==> src/rtl/urp_pkg.sv <==
package urp_pkg;
    // Register word offsets (byte addresses)
    localparam logic [7:0] OFF_DATA = 8'h00;
    localparam logic [7:0] OFF_CSA = 8'h04;
    localparam logic [7:0] OFF_CSB = 8'h08;
    localparam logic [7:0] OFF_PORT = 8'h0c;
    // serial_ctrl_status_a fields
    localparam int CSA_RXC = 7;
    localparam int CSA_FE = 4;
    localparam int CSA_OR = 3;
    // serial_ctrl_status_b fields
    localparam int CSB_RECEIVER_ENABLE = 4;
    localparam int CSB_CHR9 = 2;
    localparam int CSB_RXB8 = 1;
    localparam int CSB_TXB8 = 0;
    // Port control register fields
    localparam int PRT_DIR = 0;
    localparam int PRT_OUT = 1;
    localparam logic [7:0] CSB_RESET = 8'h00;
    // Sampling
    localparam logic [3:0] SMP_FIRST = 4'h7;
    localparam logic [3:0] SMP_MID = 4'h8;
    localparam logic [3:0] SMP_LAST = 4'h9;
    localparam logic [3:0] SMP_END = 4'hf;
    localparam logic [3:0] BITS8 = 4'h8;
    localparam logic [3:0] BITS9 = 4'h9;
    typedef enum logic [1:0] {
        ST_IDLE = 2'b00,
        ST_START = 2'b01,
        ST_DATA = 2'b10,
        ST_STOP = 2'b11
    } urp_state_t;
endpackage

==> src/rtl/urp_rx_engine.sv <==
`timescale 1ns/1ns
module urp_rx_engine (
    // Clock and reset
    input wire logic sys_clk,
    input wire logic sys_rst,
    input wire logic clk_en,
    // Control
    input wire logic rx_enable,
    input wire logic nine_bit,
    input wire logic sample_tick,
    input wire logic rx_line,
    // Character out
    output logic char_done,
    output logic [8:0] char_data,
    output logic char_stop_ok
);
    urp_pkg::urp_state_t state_q, state_d;
    logic [3:0] tick_q;
    logic [3:0] bit_q;
    logic [2:0] vote_q;
    logic [8:0] shift_q;
    logic line_q;
    wire [3:0] nbits = nine_bit ? urp_pkg::BITS9 : urp_pkg::BITS8;
    wire in_win = tick_q >= urp_pkg::SMP_FIRST && tick_q <= urp_pkg::SMP_LAST;
    wire bit_end = sample_tick && tick_q == urp_pkg::SMP_END;
    wire decide = sample_tick && tick_q == urp_pkg::SMP_LAST;
    wire [2:0] vote_next = {vote_q[1:0], line_q};
    wire maj3 = (vote_next[0] & vote_next[1]) | (vote_next[0] & vote_next[2])
        | (vote_next[1] & vote_next[2]);

    always_comb
    begin
        state_d = state_q;
        unique case (state_q)
            urp_pkg::ST_IDLE:
                if (!line_q)
                    state_d = urp_pkg::ST_START;
            urp_pkg::ST_START:
                if (decide && maj3)
                    state_d = urp_pkg::ST_IDLE;
                else if (bit_end)
                    state_d = urp_pkg::ST_DATA;
            urp_pkg::ST_DATA:
                if (bit_end && bit_q == nbits - 4'h1)
                    state_d = urp_pkg::ST_STOP;
            urp_pkg::ST_STOP:
                if (decide)
                    state_d = urp_pkg::ST_IDLE;
        endcase
        if (!rx_enable)
            state_d = urp_pkg::ST_IDLE;
    end

    always_ff @(posedge sys_clk or posedge sys_rst)
    begin
        if (sys_rst)
        begin
            state_q <= urp_pkg::ST_IDLE;
            tick_q <= 4'h0;
            bit_q <= 4'h0;
            vote_q <= 3'h7;
            shift_q <= 9'h000;
            line_q <= 1'b1;
            char_done <= 1'b0;
            char_data <= 9'h000;
            char_stop_ok <= 1'b0;
        end
        else if (clk_en)
        begin
            line_q <= rx_line;
            state_q <= state_d;
            char_done <= 1'b0;
            if (state_q == urp_pkg::ST_IDLE)
            begin
                tick_q <= 4'h0;
                bit_q <= 4'h0;
            end
            else if (sample_tick)
            begin
                tick_q <= tick_q + 4'h1;
                if (in_win)
                    vote_q <= vote_next;
                if (bit_end && state_q == urp_pkg::ST_DATA)
                    bit_q <= bit_q + 4'h1;
                if (decide && state_q == urp_pkg::ST_DATA)
                begin
                    // LSB first; a 9-bit char fills all bits, 8-bit leaves bit 8 zero
                    if (nine_bit)
                        shift_q <= {maj3, shift_q[8:1]};
                    else
                        shift_q <= {1'b0, maj3, shift_q[7:1]};
                end
                if (decide && state_q == urp_pkg::ST_STOP)
                begin
                    char_done <= 1'b1;
                    char_data <= shift_q;
                    char_stop_ok <= maj3;
                end
            end
        end
    end

    a_stop_vote: assert property (@(posedge sys_clk) disable iff (sys_rst)
        clk_en && sample_tick && state_q == urp_pkg::ST_STOP && tick_q == urp_pkg::SMP_LAST
        |=> char_done && char_stop_ok == $past(maj3))
        else $error("stop vote not reported");
    a_vote_window: assert property (@(posedge sys_clk) disable iff (sys_rst)
        clk_en && sample_tick && state_q != urp_pkg::ST_IDLE && !in_win
        |=> vote_q == $past(vote_q))
        else $error("sample taken outside window");
    a_start_reject: assert property (@(posedge sys_clk) disable iff (sys_rst)
        clk_en && rx_enable && state_q == urp_pkg::ST_START && decide && maj3
        |=> state_q == urp_pkg::ST_IDLE)
        else $error("noise start not rejected");
    a_shift_in: assert property (@(posedge sys_clk) disable iff (sys_rst)
        clk_en && state_q == urp_pkg::ST_DATA && decide && nine_bit
        |=> shift_q[8] == $past(maj3))
        else $error("bit not shifted in");
endmodule

==> src/rtl/urp_uart_rx.sv <==
// Local design decisions: the register offsets and the APB register port.
`timescale 1ns/1ns
module urp_uart_rx (
    // Clock and reset
    input wire logic sys_clk,
    input wire logic sys_rst,
    input wire logic clk_en,
    // APB slave
    input wire logic psel,
    input wire logic penable,
    input wire logic pwrite,
    input wire logic [7:0] paddr,
    input wire logic [31:0] pwdata,
    output logic [31:0] prdata,
    output logic pready,
    output logic pslverr,
    // Baud sample tick (16 per bit)
    input wire logic sample_tick,
    // Receive pin
    input wire logic rx_pin_in,
    output logic rx_pin_out,
    output logic rx_pin_oe,
    output logic rx_pin_pullup,
    // Transmit side
    output logic [7:0] tx_data,
    output logic tx_ninth,
    output logic tx_load
);
    logic [7:0] csb_q;
    logic [1:0] port_q;
    logic [8:0] rdr_q;
    logic rxc_q;
    logic fe_q;
    logic or_q;
    logic or_pend_q;
    logic char_done;
    logic char_stop_ok;
    logic [8:0] char_data;

    wire access = psel && penable && clk_en;
    wire wr = access && pwrite;
    wire rd = access && !pwrite;
    wire hit_data = paddr == urp_pkg::OFF_DATA;
    wire hit_csa = paddr == urp_pkg::OFF_CSA;
    wire hit_csb = paddr == urp_pkg::OFF_CSB;
    wire hit_port = paddr == urp_pkg::OFF_PORT;
    wire mapped = hit_data || hit_csa || hit_csb || hit_port;
    wire data_read = rd && hit_data;
    wire rx_en = csb_q[urp_pkg::CSB_RECEIVER_ENABLE];
    wire nine = csb_q[urp_pkg::CSB_CHR9];
    // Receiver owns pin while enabled; otherwise the port drives it when PRT_DIR is set
    wire line_in = rx_en ? rx_pin_in : 1'b1;
    wire overrun = char_done && rxc_q && !data_read;

    wire [7:0] csa_val = {rxc_q, 2'b00, fe_q, or_q, 3'b000};
    wire [7:0] csb_val = {csb_q[7:2], rdr_q[8], csb_q[0]};
    wire [31:0] rd_mux = hit_data ? {24'h000000, rdr_q[7:0]} :
        hit_csa ? {24'h000000, csa_val} :
        hit_csb ? {24'h000000, csb_val} :
        hit_port ? {30'h0, port_q} : 32'h0;

    assign pready = 1'b1;
    assign pslverr = psel && penable && !mapped;
    assign rx_pin_oe = !rx_en && port_q[urp_pkg::PRT_DIR];
    assign rx_pin_out = port_q[urp_pkg::PRT_OUT];
    assign rx_pin_pullup = rx_pin_oe ? 1'b0 : port_q[urp_pkg::PRT_OUT];

    urp_rx_engine u_engine (
        .sys_clk(sys_clk),
        .sys_rst(sys_rst),
        .clk_en(clk_en),
        .rx_enable(rx_en),
        .nine_bit(nine),
        .sample_tick(sample_tick),
        .rx_line(line_in),
        .char_done(char_done),
        .char_data(char_data),
        .char_stop_ok(char_stop_ok)
    );

    always_ff @(posedge sys_clk or posedge sys_rst)
    begin
        if (sys_rst)
        begin
            csb_q <= urp_pkg::CSB_RESET;
            port_q <= 2'b00;
            rdr_q <= 9'h000;
            rxc_q <= 1'b0;
            fe_q <= 1'b0;
            or_q <= 1'b0;
            or_pend_q <= 1'b0;
            tx_data <= 8'h00;
            tx_ninth <= 1'b0;
            tx_load <= 1'b0;
        end
        else if (clk_en)
        begin
            tx_load <= 1'b0;
            if (wr && hit_data)
            begin
                tx_data <= pwdata[7:0];
                tx_ninth <= csb_q[urp_pkg::CSB_TXB8];
                tx_load <= 1'b1;
            end
            if (wr && hit_csb)
                csb_q <= pwdata[7:0];
            if (wr && hit_port)
                port_q <= pwdata[1:0];
            if (char_done && !overrun)
            begin
                rdr_q <= nine ? char_data : {1'b0, char_data[7:0]};
                fe_q <= !char_stop_ok;
                rxc_q <= 1'b1;
            end
            else if (data_read)
                rxc_q <= 1'b0;
            if (overrun)
                or_pend_q <= 1'b1;
            if (data_read)
            begin
                or_q <= or_pend_q || overrun;
                if (!overrun)
                    or_pend_q <= 1'b0;
            end
        end
    end

    always_comb
    begin
        prdata = rd_mux;
    end

    wire unused_bits = |pwdata[31:8];

    a_frame_err: assert property (@(posedge sys_clk) disable iff (sys_rst)
        clk_en && char_done && !overrun |=> fe_q == !$past(char_stop_ok))
        else $error("framing flag wrong");
    a_rx_complete: assert property (@(posedge sys_clk) disable iff (sys_rst)
        clk_en && char_done && !overrun |=> rxc_q && rdr_q[7:0] == $past(char_data[7:0]))
        else $error("character not loaded");
    a_overrun_keep: assert property (@(posedge sys_clk) disable iff (sys_rst)
        clk_en && overrun |=> rdr_q == $past(rdr_q))
        else $error("overrun overwrote data");
    a_or_on_read: assert property (@(posedge sys_clk) disable iff (sys_rst)
        !(clk_en && data_read) |=> or_q == $past(or_q))
        else $error("overrun flag moved without read");
    a_pin_input: assert property (@(posedge sys_clk) disable iff (sys_rst)
        rx_en |-> !rx_pin_oe && rx_pin_pullup == port_q[urp_pkg::PRT_OUT])
        else $error("pin not forced to input");
    a_ninth_rx: assert property (@(posedge sys_clk) disable iff (sys_rst)
        clk_en && char_done && !overrun && nine
        |=> csb_val[urp_pkg::CSB_RXB8] == $past(char_data[8]))
        else $error("ninth bit not loaded");
    a_tx_ninth: assert property (@(posedge sys_clk) disable iff (sys_rst)
        clk_en && wr && hit_data |=> tx_load && tx_ninth == $past(csb_q[urp_pkg::CSB_TXB8]))
        else $error("ninth transmit bit wrong");
endmodule

==> config.mk <==
export PLATFORM = sky130hd
export DESIGN_NAME = urp_uart_rx
export DESIGN_NICKNAME = d
export VERILOG_FILES = /design/src/rtl/urp_pkg.sv /design/src/rtl/urp_rx_engine.sv /design/src/rtl/urp_uart_rx.sv
export SDC_FILE = /design/constraint.sdc
export NUM_CORES = 1
export LEC_CHECK = 0
export BUFFER_PORTS_ARGS = -buffer_cell sky130_fd_sc_hd__buf_2
export CAP_MARGIN = 10
export CORE_ASPECT_RATIO = 2
export CORE_MARGIN = 5
export CORE_UTILIZATION = 50
export DETAILED_ROUTE_END_ITERATION = 8
export GPL_TIMING_DRIVEN = 1
export PLACE_DENSITY_LB_ADDON = 0.2
export SETUP_SLACK_MARGIN = 0.3
export SLEW_MARGIN = 20
export SYNTH_ARGS = -nofsm -noshare
export SYNTH_HDL_FRONTEND = slang
export SYNTH_SLANG_ARGS = --single-unit
export TNS_END_PERCENT = 1
==> constraint.sdc <==
create_clock -name sys_clk -period 5.32 [get_ports sys_clk]
set_clock_uncertainty 0.1 [all_clocks]
set_input_delay 0.266 -clock sys_clk [delete_from_list [all_inputs] [get_ports sys_clk]]
set_output_delay 0.266 -clock sys_clk [all_outputs]
set_load 0.01 [all_outputs]
# ---- After elaboration in Yosys (flattened, before gate mapping)
# Cells that the tools add are included.
dict set report op_classes {
  bitwise_logic 6
  eq_ne 13
  n_lt_le_gt_ge 2
  n_reduce_logical 48
  n_mux 30
  add_sub_neg 3
}
# op n
set op_table {}
lappend op_table {{8-bit two-way mux} 3}
lappend op_table {{1-bit logical AND} 21}
lappend op_table {{4-bit two-way mux} 5}
lappend op_table {{9-bit two-way mux} 2}
lappend op_table {{8-bit by 4-bit == test with 1-bit output (second input constant)} 2}
lappend op_table {{2-bit two-way mux} 7}
lappend op_table {{2-bit AND reduction} 7}
lappend op_table {{1-bit two-way mux} 12}
lappend op_table {{4-bit AND reduction} 3}
lappend op_table {{4-bit by 1-bit adder with 4-bit output (second input constant)} 2}
lappend op_table {{4-bit == test (second input constant)} 2}
lappend op_table {{8-bit by 3-bit == test with 1-bit output (second input constant)} 1}
lappend op_table {{8-bit zero test} 1}
lappend op_table {{2-bit one-hot mux with 4 select lines} 1}
lappend op_table {{1-bit zero test} 6}
lappend op_table {{3-bit by 2-bit != test with 1-bit output (second input constant)} 2}
lappend op_table {{2-bit nonzero test} 3}
lappend op_table {{5-bit AND reduction} 1}
lappend op_table {{2-bit == test (second input constant)} 2}
lappend op_table {{4-bit == test} 1}
lappend op_table {{4-bit by 3-bit greater-or-equal comparator with 1-bit output (second input constant)} 1}
lappend op_table {{4-bit less-or-equal comparator (second input constant)} 1}
lappend op_table {{1-bit logical OR} 4}
lappend op_table {{4-bit by 2-bit != test with 1-bit output (second input constant)} 1}
lappend op_table {{other kinds (8)} 11}
dict set report word_totals {
  elab_cells 121
  ff_bits 66
  output_inout_bits 47
}

# ---- Logic depth before layout (Yosys ltp)
dict set report depth {
  depth_word 10
  depth_mapped 7
  ltp_nobuf 7
}

# ---- Hierarchy
# From an unflattened synthesis, not the netlist that was laid out.
dict set report hier_totals {
  hier_cells 279
  hier_area_um2 3313.2
}
# module area_each_um2 instances cells_each
set modules_own_cells {}
lappend modules_own_cells {urp_uart_rx 1715.4 1 149}
lappend modules_own_cells {urp_rx_engine 1597.8 1 130}

# ---- Worst setup path before layout
# Ideal clock, no wire load.
dict set report synth_timing {
  path_type {register to register}
  from {register u_engine.tick_q[1]}
  to {register u_engine.shift_q[0]}
  path_buffers 1
  t_required_ps 5095
  path_slack_ps 3623
  arrival_time_ps 1472
  path_stages_with_launch 7
  setup_time_ps 125
  path_cell_list {dfrtp_1 -> inv_1 -> ha_1 -> nand2b_1 -> nor4_1 -> buf_4 -> mux2_2}
}
dict set report synth_between {
  elab_chain_cells 4
}
# item line_no
set synth_rtl {}
lappend synth_rtl {{start: declaration} urp_rx_engine.sv:18} ;# logic [3:0] tick_q;
lappend synth_rtl {{start signal: assignment} urp_rx_engine.sv:80} ;# tick_q <= tick_q + 4'h1;
lappend synth_rtl {{4-bit == test} urp_rx_engine.sv:26} ;# wire decide = sample_tick && tick_q == urp_pkg::SMP_LAST;
lappend synth_rtl {{1-bit logical AND} urp_rx_engine.sv:26}
lappend synth_rtl {{1-bit logical AND} urp_rx_engine.sv:85} ;# if (decide && state_q == urp_pkg::ST_DATA)
lappend synth_rtl {{4-bit AND reduction (no line)} --}
lappend synth_rtl {{end signal: assignment} urp_rx_engine.sv:89} ;# shift_q <= {maj3, shift_q[8:1]};
lappend synth_rtl {{end signal: assignment} urp_rx_engine.sv:91} ;# shift_q <= {1'b0, maj3, shift_q[7:1]};
lappend synth_rtl {{end: declaration} urp_rx_engine.sv:21} ;# logic [8:0] shift_q;
# No other way between the ends.
# A chain may end at the register's enable or synchronous reset.

# ---- Worst setup path after layout
dict set report layout_timing {
  from {register u_engine.tick_q[1]}
  to {register u_engine.char_data[6]}
}
dict set report layout_between {
  elab_chain_cells 4
}
# item line_no
set layout_rtl {}
lappend layout_rtl {{4-bit == test} urp_rx_engine.sv:26}
lappend layout_rtl {{1-bit logical AND} urp_rx_engine.sv:26}
lappend layout_rtl {{1-bit logical AND} urp_rx_engine.sv:93} ;# if (decide && state_q == urp_pkg::ST_STOP)
lappend layout_rtl {{4-bit AND reduction (no line)} --}
lappend layout_rtl {{end signal: assignment} urp_rx_engine.sv:96} ;# char_data <= shift_q;
lappend layout_rtl {{end: declaration} urp_rx_engine.sv:14} ;# output logic [8:0] char_data,
# No other way between the ends.

==> results_dict.tcl <==
set metrics [dict create \
    grt.total_usage_pct 15.4 \
    synth_compound_area_share_pct 7.53 \
    ys_warn_count 0 \
    synth_xor_area_share_pct 0 \
    critPathMaxFanout 12 \
    grt_max_degree 66 \
    maxCapViolCount 0 \
    ant_nets 0 \
    p_leak_uw 0.00196 \
    cp_top_family "simple AND/OR/NAND/NOR gates" \
    met2WireLength_mm 2.99 \
    worst-path-buf-inv 1 \
    cts_resized 0 \
    synth_cell_types 50 \
    synth_fa_ha_area_share_pct 1.82 \
    fin_crit_ps 1880 \
    worst_pin_slew_ps 803 \
    fin_area_um2 3790 \
    synthCells 287 \
    synth_top_family_by_area "multiplexers" \
    placed_area_um2 3480 \
    drt-vias-per-instance 5.06 \
    clkLatencyLatePin_ps 320 \
    antenna_found_initial 0 \
    htree_levels 3 \
    wl_met1_mm 2.47 \
    syn2layout_area_growth_pct 14.8 \
    fin_total_pwr_uw 1280 \
    clockRootBuffer "clkbuf_16" \
    hpwl_mm 4.34 \
    cts_tree "yes" \
    die_height_um 125 \
    start_util_pct 50.7 \
    first_iter_violations 75 \
    vias 2139 \
    timing.slew.headroom_pct 46.5 \
    cp.required_ps 5430 \
    io_pins 95 \
    min_path_type "primary input to asynchronous set/reset pin" \
    synth-edff-count 0 \
    yosysSeqAreaShare_pct 49.3 \
    drt_wl_total_mm 5.94 \
    post-route-period-util_pct 35.4 \
    cp_cell_sequence "inv_1 -> ha_1 -> nor2b_1 -> nand3_1 -> mux2_2" \
    antenna_cells 0 \
    drc 0 \
    yosysTopAreaCell "dfrtp_1" \
    synthMuxAreaShare_pct 19.8 \
    critPathKind "register to register" \
    grt_pass1_wl_mm 10.0 \
    synth_area_um2 3310 \
    cts_buffers 9 \
    topRoutingLayerUsed "met4" \
    cts_max_path_buffers 2 \
    hold_violations 0 \
    grt_setup_unrepaired "no" \
    synth_top_cell_area_share_pct 46.9 \
    wl_per_cell_um 14.0 \
    arrival_ps 1990 \
    grt_overflow 0 \
    cp-start-kind "register" \
    die-area_um2 8440 \
    holdBufCountCts 0 \
    cp-end-kind "register" \
    synth_top_flop_cell "dfrtp_1" \
    yosys.area_share.simple_pct 12.1 \
    slew_viol_final 0 \
    first_pass_iters 4 \
    max_freq_ghz 0.531 \
    avgSynthCellArea_um2 11.5 \
    grt_pass1_vias 2129 \
    finalSetupTns_ps 0 \
    rows 42 \
    max-vdd-ir-drop_mv 0.337 \
    finalNetCount 382 \
    synthArstFlopShare_pct 100 \
    setup_viol 0 \
    cts_sinks 65 \
    synth.top_cells.by_area "dfrtp_1 47%, mux2_2 14%, buf_4 6.1%, mux2_4 2.7%, mux2i_1 2.4%" \
    port_buffers 45 \
    powerDensity_nw_per_um2 337 \
    ys_seq_elements 65 \
    gp_congestion 0.802 \
    hold_slack_ps 66.6 \
    core_um2 6520 \
    dr_wl_met3_um 378 \
    die_w_um 67.5 \
    cts.clk_slew.worst_paths_ps 50 \
    cts_setup_buffers 0 \
    slowest_stage "mux2_2" \
    status "complete, no violations" \
    final_layout_size_suffix_gt1_share_pct 36.4 \
    slowest_delay_ps 410 \
]
[through the flow]
stage,utilization [%],cells,worst slack (ps)
3_3_place_gp,53.4,407,3320
4_1_cts,58.2,423,3380
6_report,58.2,423,3440
5_1_grt,58.2,423,3260
3_5_place_dp,53.4,407,3320
2_1_floorplan,-,310,3330
[cells in the mapped netlist, types with 3 or more instances]
cell,number
clkbuf_1,3
dfstp_2,3
a22o_1,5
a21oi_1,7
dfrtp_1,62
buf_4,27
mux2i_1,8
mux2_4,6
inv_1,11
nor2_1,16
buf_2,6
and3_1,3
nand3_1,4
nand2_1,18
mux2_2,42
nor2b_1,5
a22oi_1,3
ha_1,4
nor3_1,4
o21ai_0,14
[cell type report]
type	instances	area (um2)
Clock buffer	11	233
Multi-Input combinational cell	195	1460
Fill cell	609	2720
Sequential cell	65	1630
Timing Repair Buffer	47	240
Tap cell	88	110
Clock inverter	5	80.1
Inverter	12	45.0
[cell families after synthesis]
| kind of cell | count (synthesis) |
|---|---|
| AO/OA/AOI/OAI | 39 |
| adder cells (fa/ha/maj) | 5 |
| buffers and inverters | 50 |
| flip-flops | 65 |
| multiplexers | 57 |
| other | 2 |
| AND/OR/NAND/NOR | 69 |
[cells in the final DEF, fill, tap and decap left out, drive strengths merged, types with 2 or more instances in the layout]
| cell | Yosys | routed |
|---|---|---|
| a22oi | 3 | 3 |
| and3 | 3 | 3 |
| a31oi | 2 | 2 |
| mux2i | 8 | 8 |
| o22ai | 2 | 2 |
| nand3 | 6 | 6 |
| nor2 | 17 | 17 |
| nor4 | 3 | 3 |
| nand2 | 19 | 19 |
| nor2b | 5 | 5 |
| o21ai | 14 | 14 |
| buf | 34 | 47 |
| dfstp | 3 | 3 |
| clkbuf | 4 | 11 |
| clkinvlp | 0 | 2 |
| nor3 | 6 | 6 |
| mux2 | 49 | 49 |
| dfrtp | 62 | 62 |
| inv | 12 | 12 |
| bufinv | 0 | 2 |
| a22o | 5 | 5 |
| nand4 | 3 | 3 |
| conb | 2 | 25 |
| a21oi | 7 | 7 |
| ha | 4 | 4 |
[worst reg2reg max path, cell delays in order (launching register included)]
cell	delay, ps
dfrtp_1	400
inv_1	90
ha_1	190
nor2b_1	190
nand3_1	390
mux2_2	410
[power breakdown]
group | total, uW | internal, uW | switching [uW] | leakage [uW]
combinational | 117 | 50.5 | 66.7 | 0.000951
sequential | 554 | 524 | 29.9 | 0.000868
clock | 609 | 409 | 200 | 0.000146
[metal layers]
metal  GRT usage (%)  vias to the layer above
met5               0                        -
met4            6.46                        0
met3            4.67                       11
met2            24.0                       49
met1            19.5                     1034
li1                -                     1045
[state kept, by name, indices dropped and copies added (netlist names), 2 cells and up]
name and count:
csb_q 7, port_q 2, rdr_q 9, tx_data 8, u_engine.bit_q 4, u_engine.char_data 9
u_engine.shift_q 9, u_engine.state_q 2, u_engine.tick_q 4, u_engine.vote_q 2
[path summary, 6_finish.rpt]
| path | startpoint | to | slack (ps) | depth (start not counted) |
|---|---|---|---|---|
| hold reg to reg | u_engine.char_data[8] | u_engine.char_data[8] | 380 | 2 |
| max in group asynchronous | sys_rst | tx_data[4] | 4520 | 3 |
| setup / recovery | u_engine.tick_q[1] | u_engine.char_data[6] | 3440 | 5 |
| hold / removal | sys_rst | u_engine.bit_q[2] | 70 | 3 |
| setup reg to reg | u_engine.tick_q[1] | u_engine.char_data[6] | 3440 | 5 |
| min in group sys_clk | rx_pin_in | u_engine.line_q | 70 | 2 |
Power figures use the tool's default switching activity.
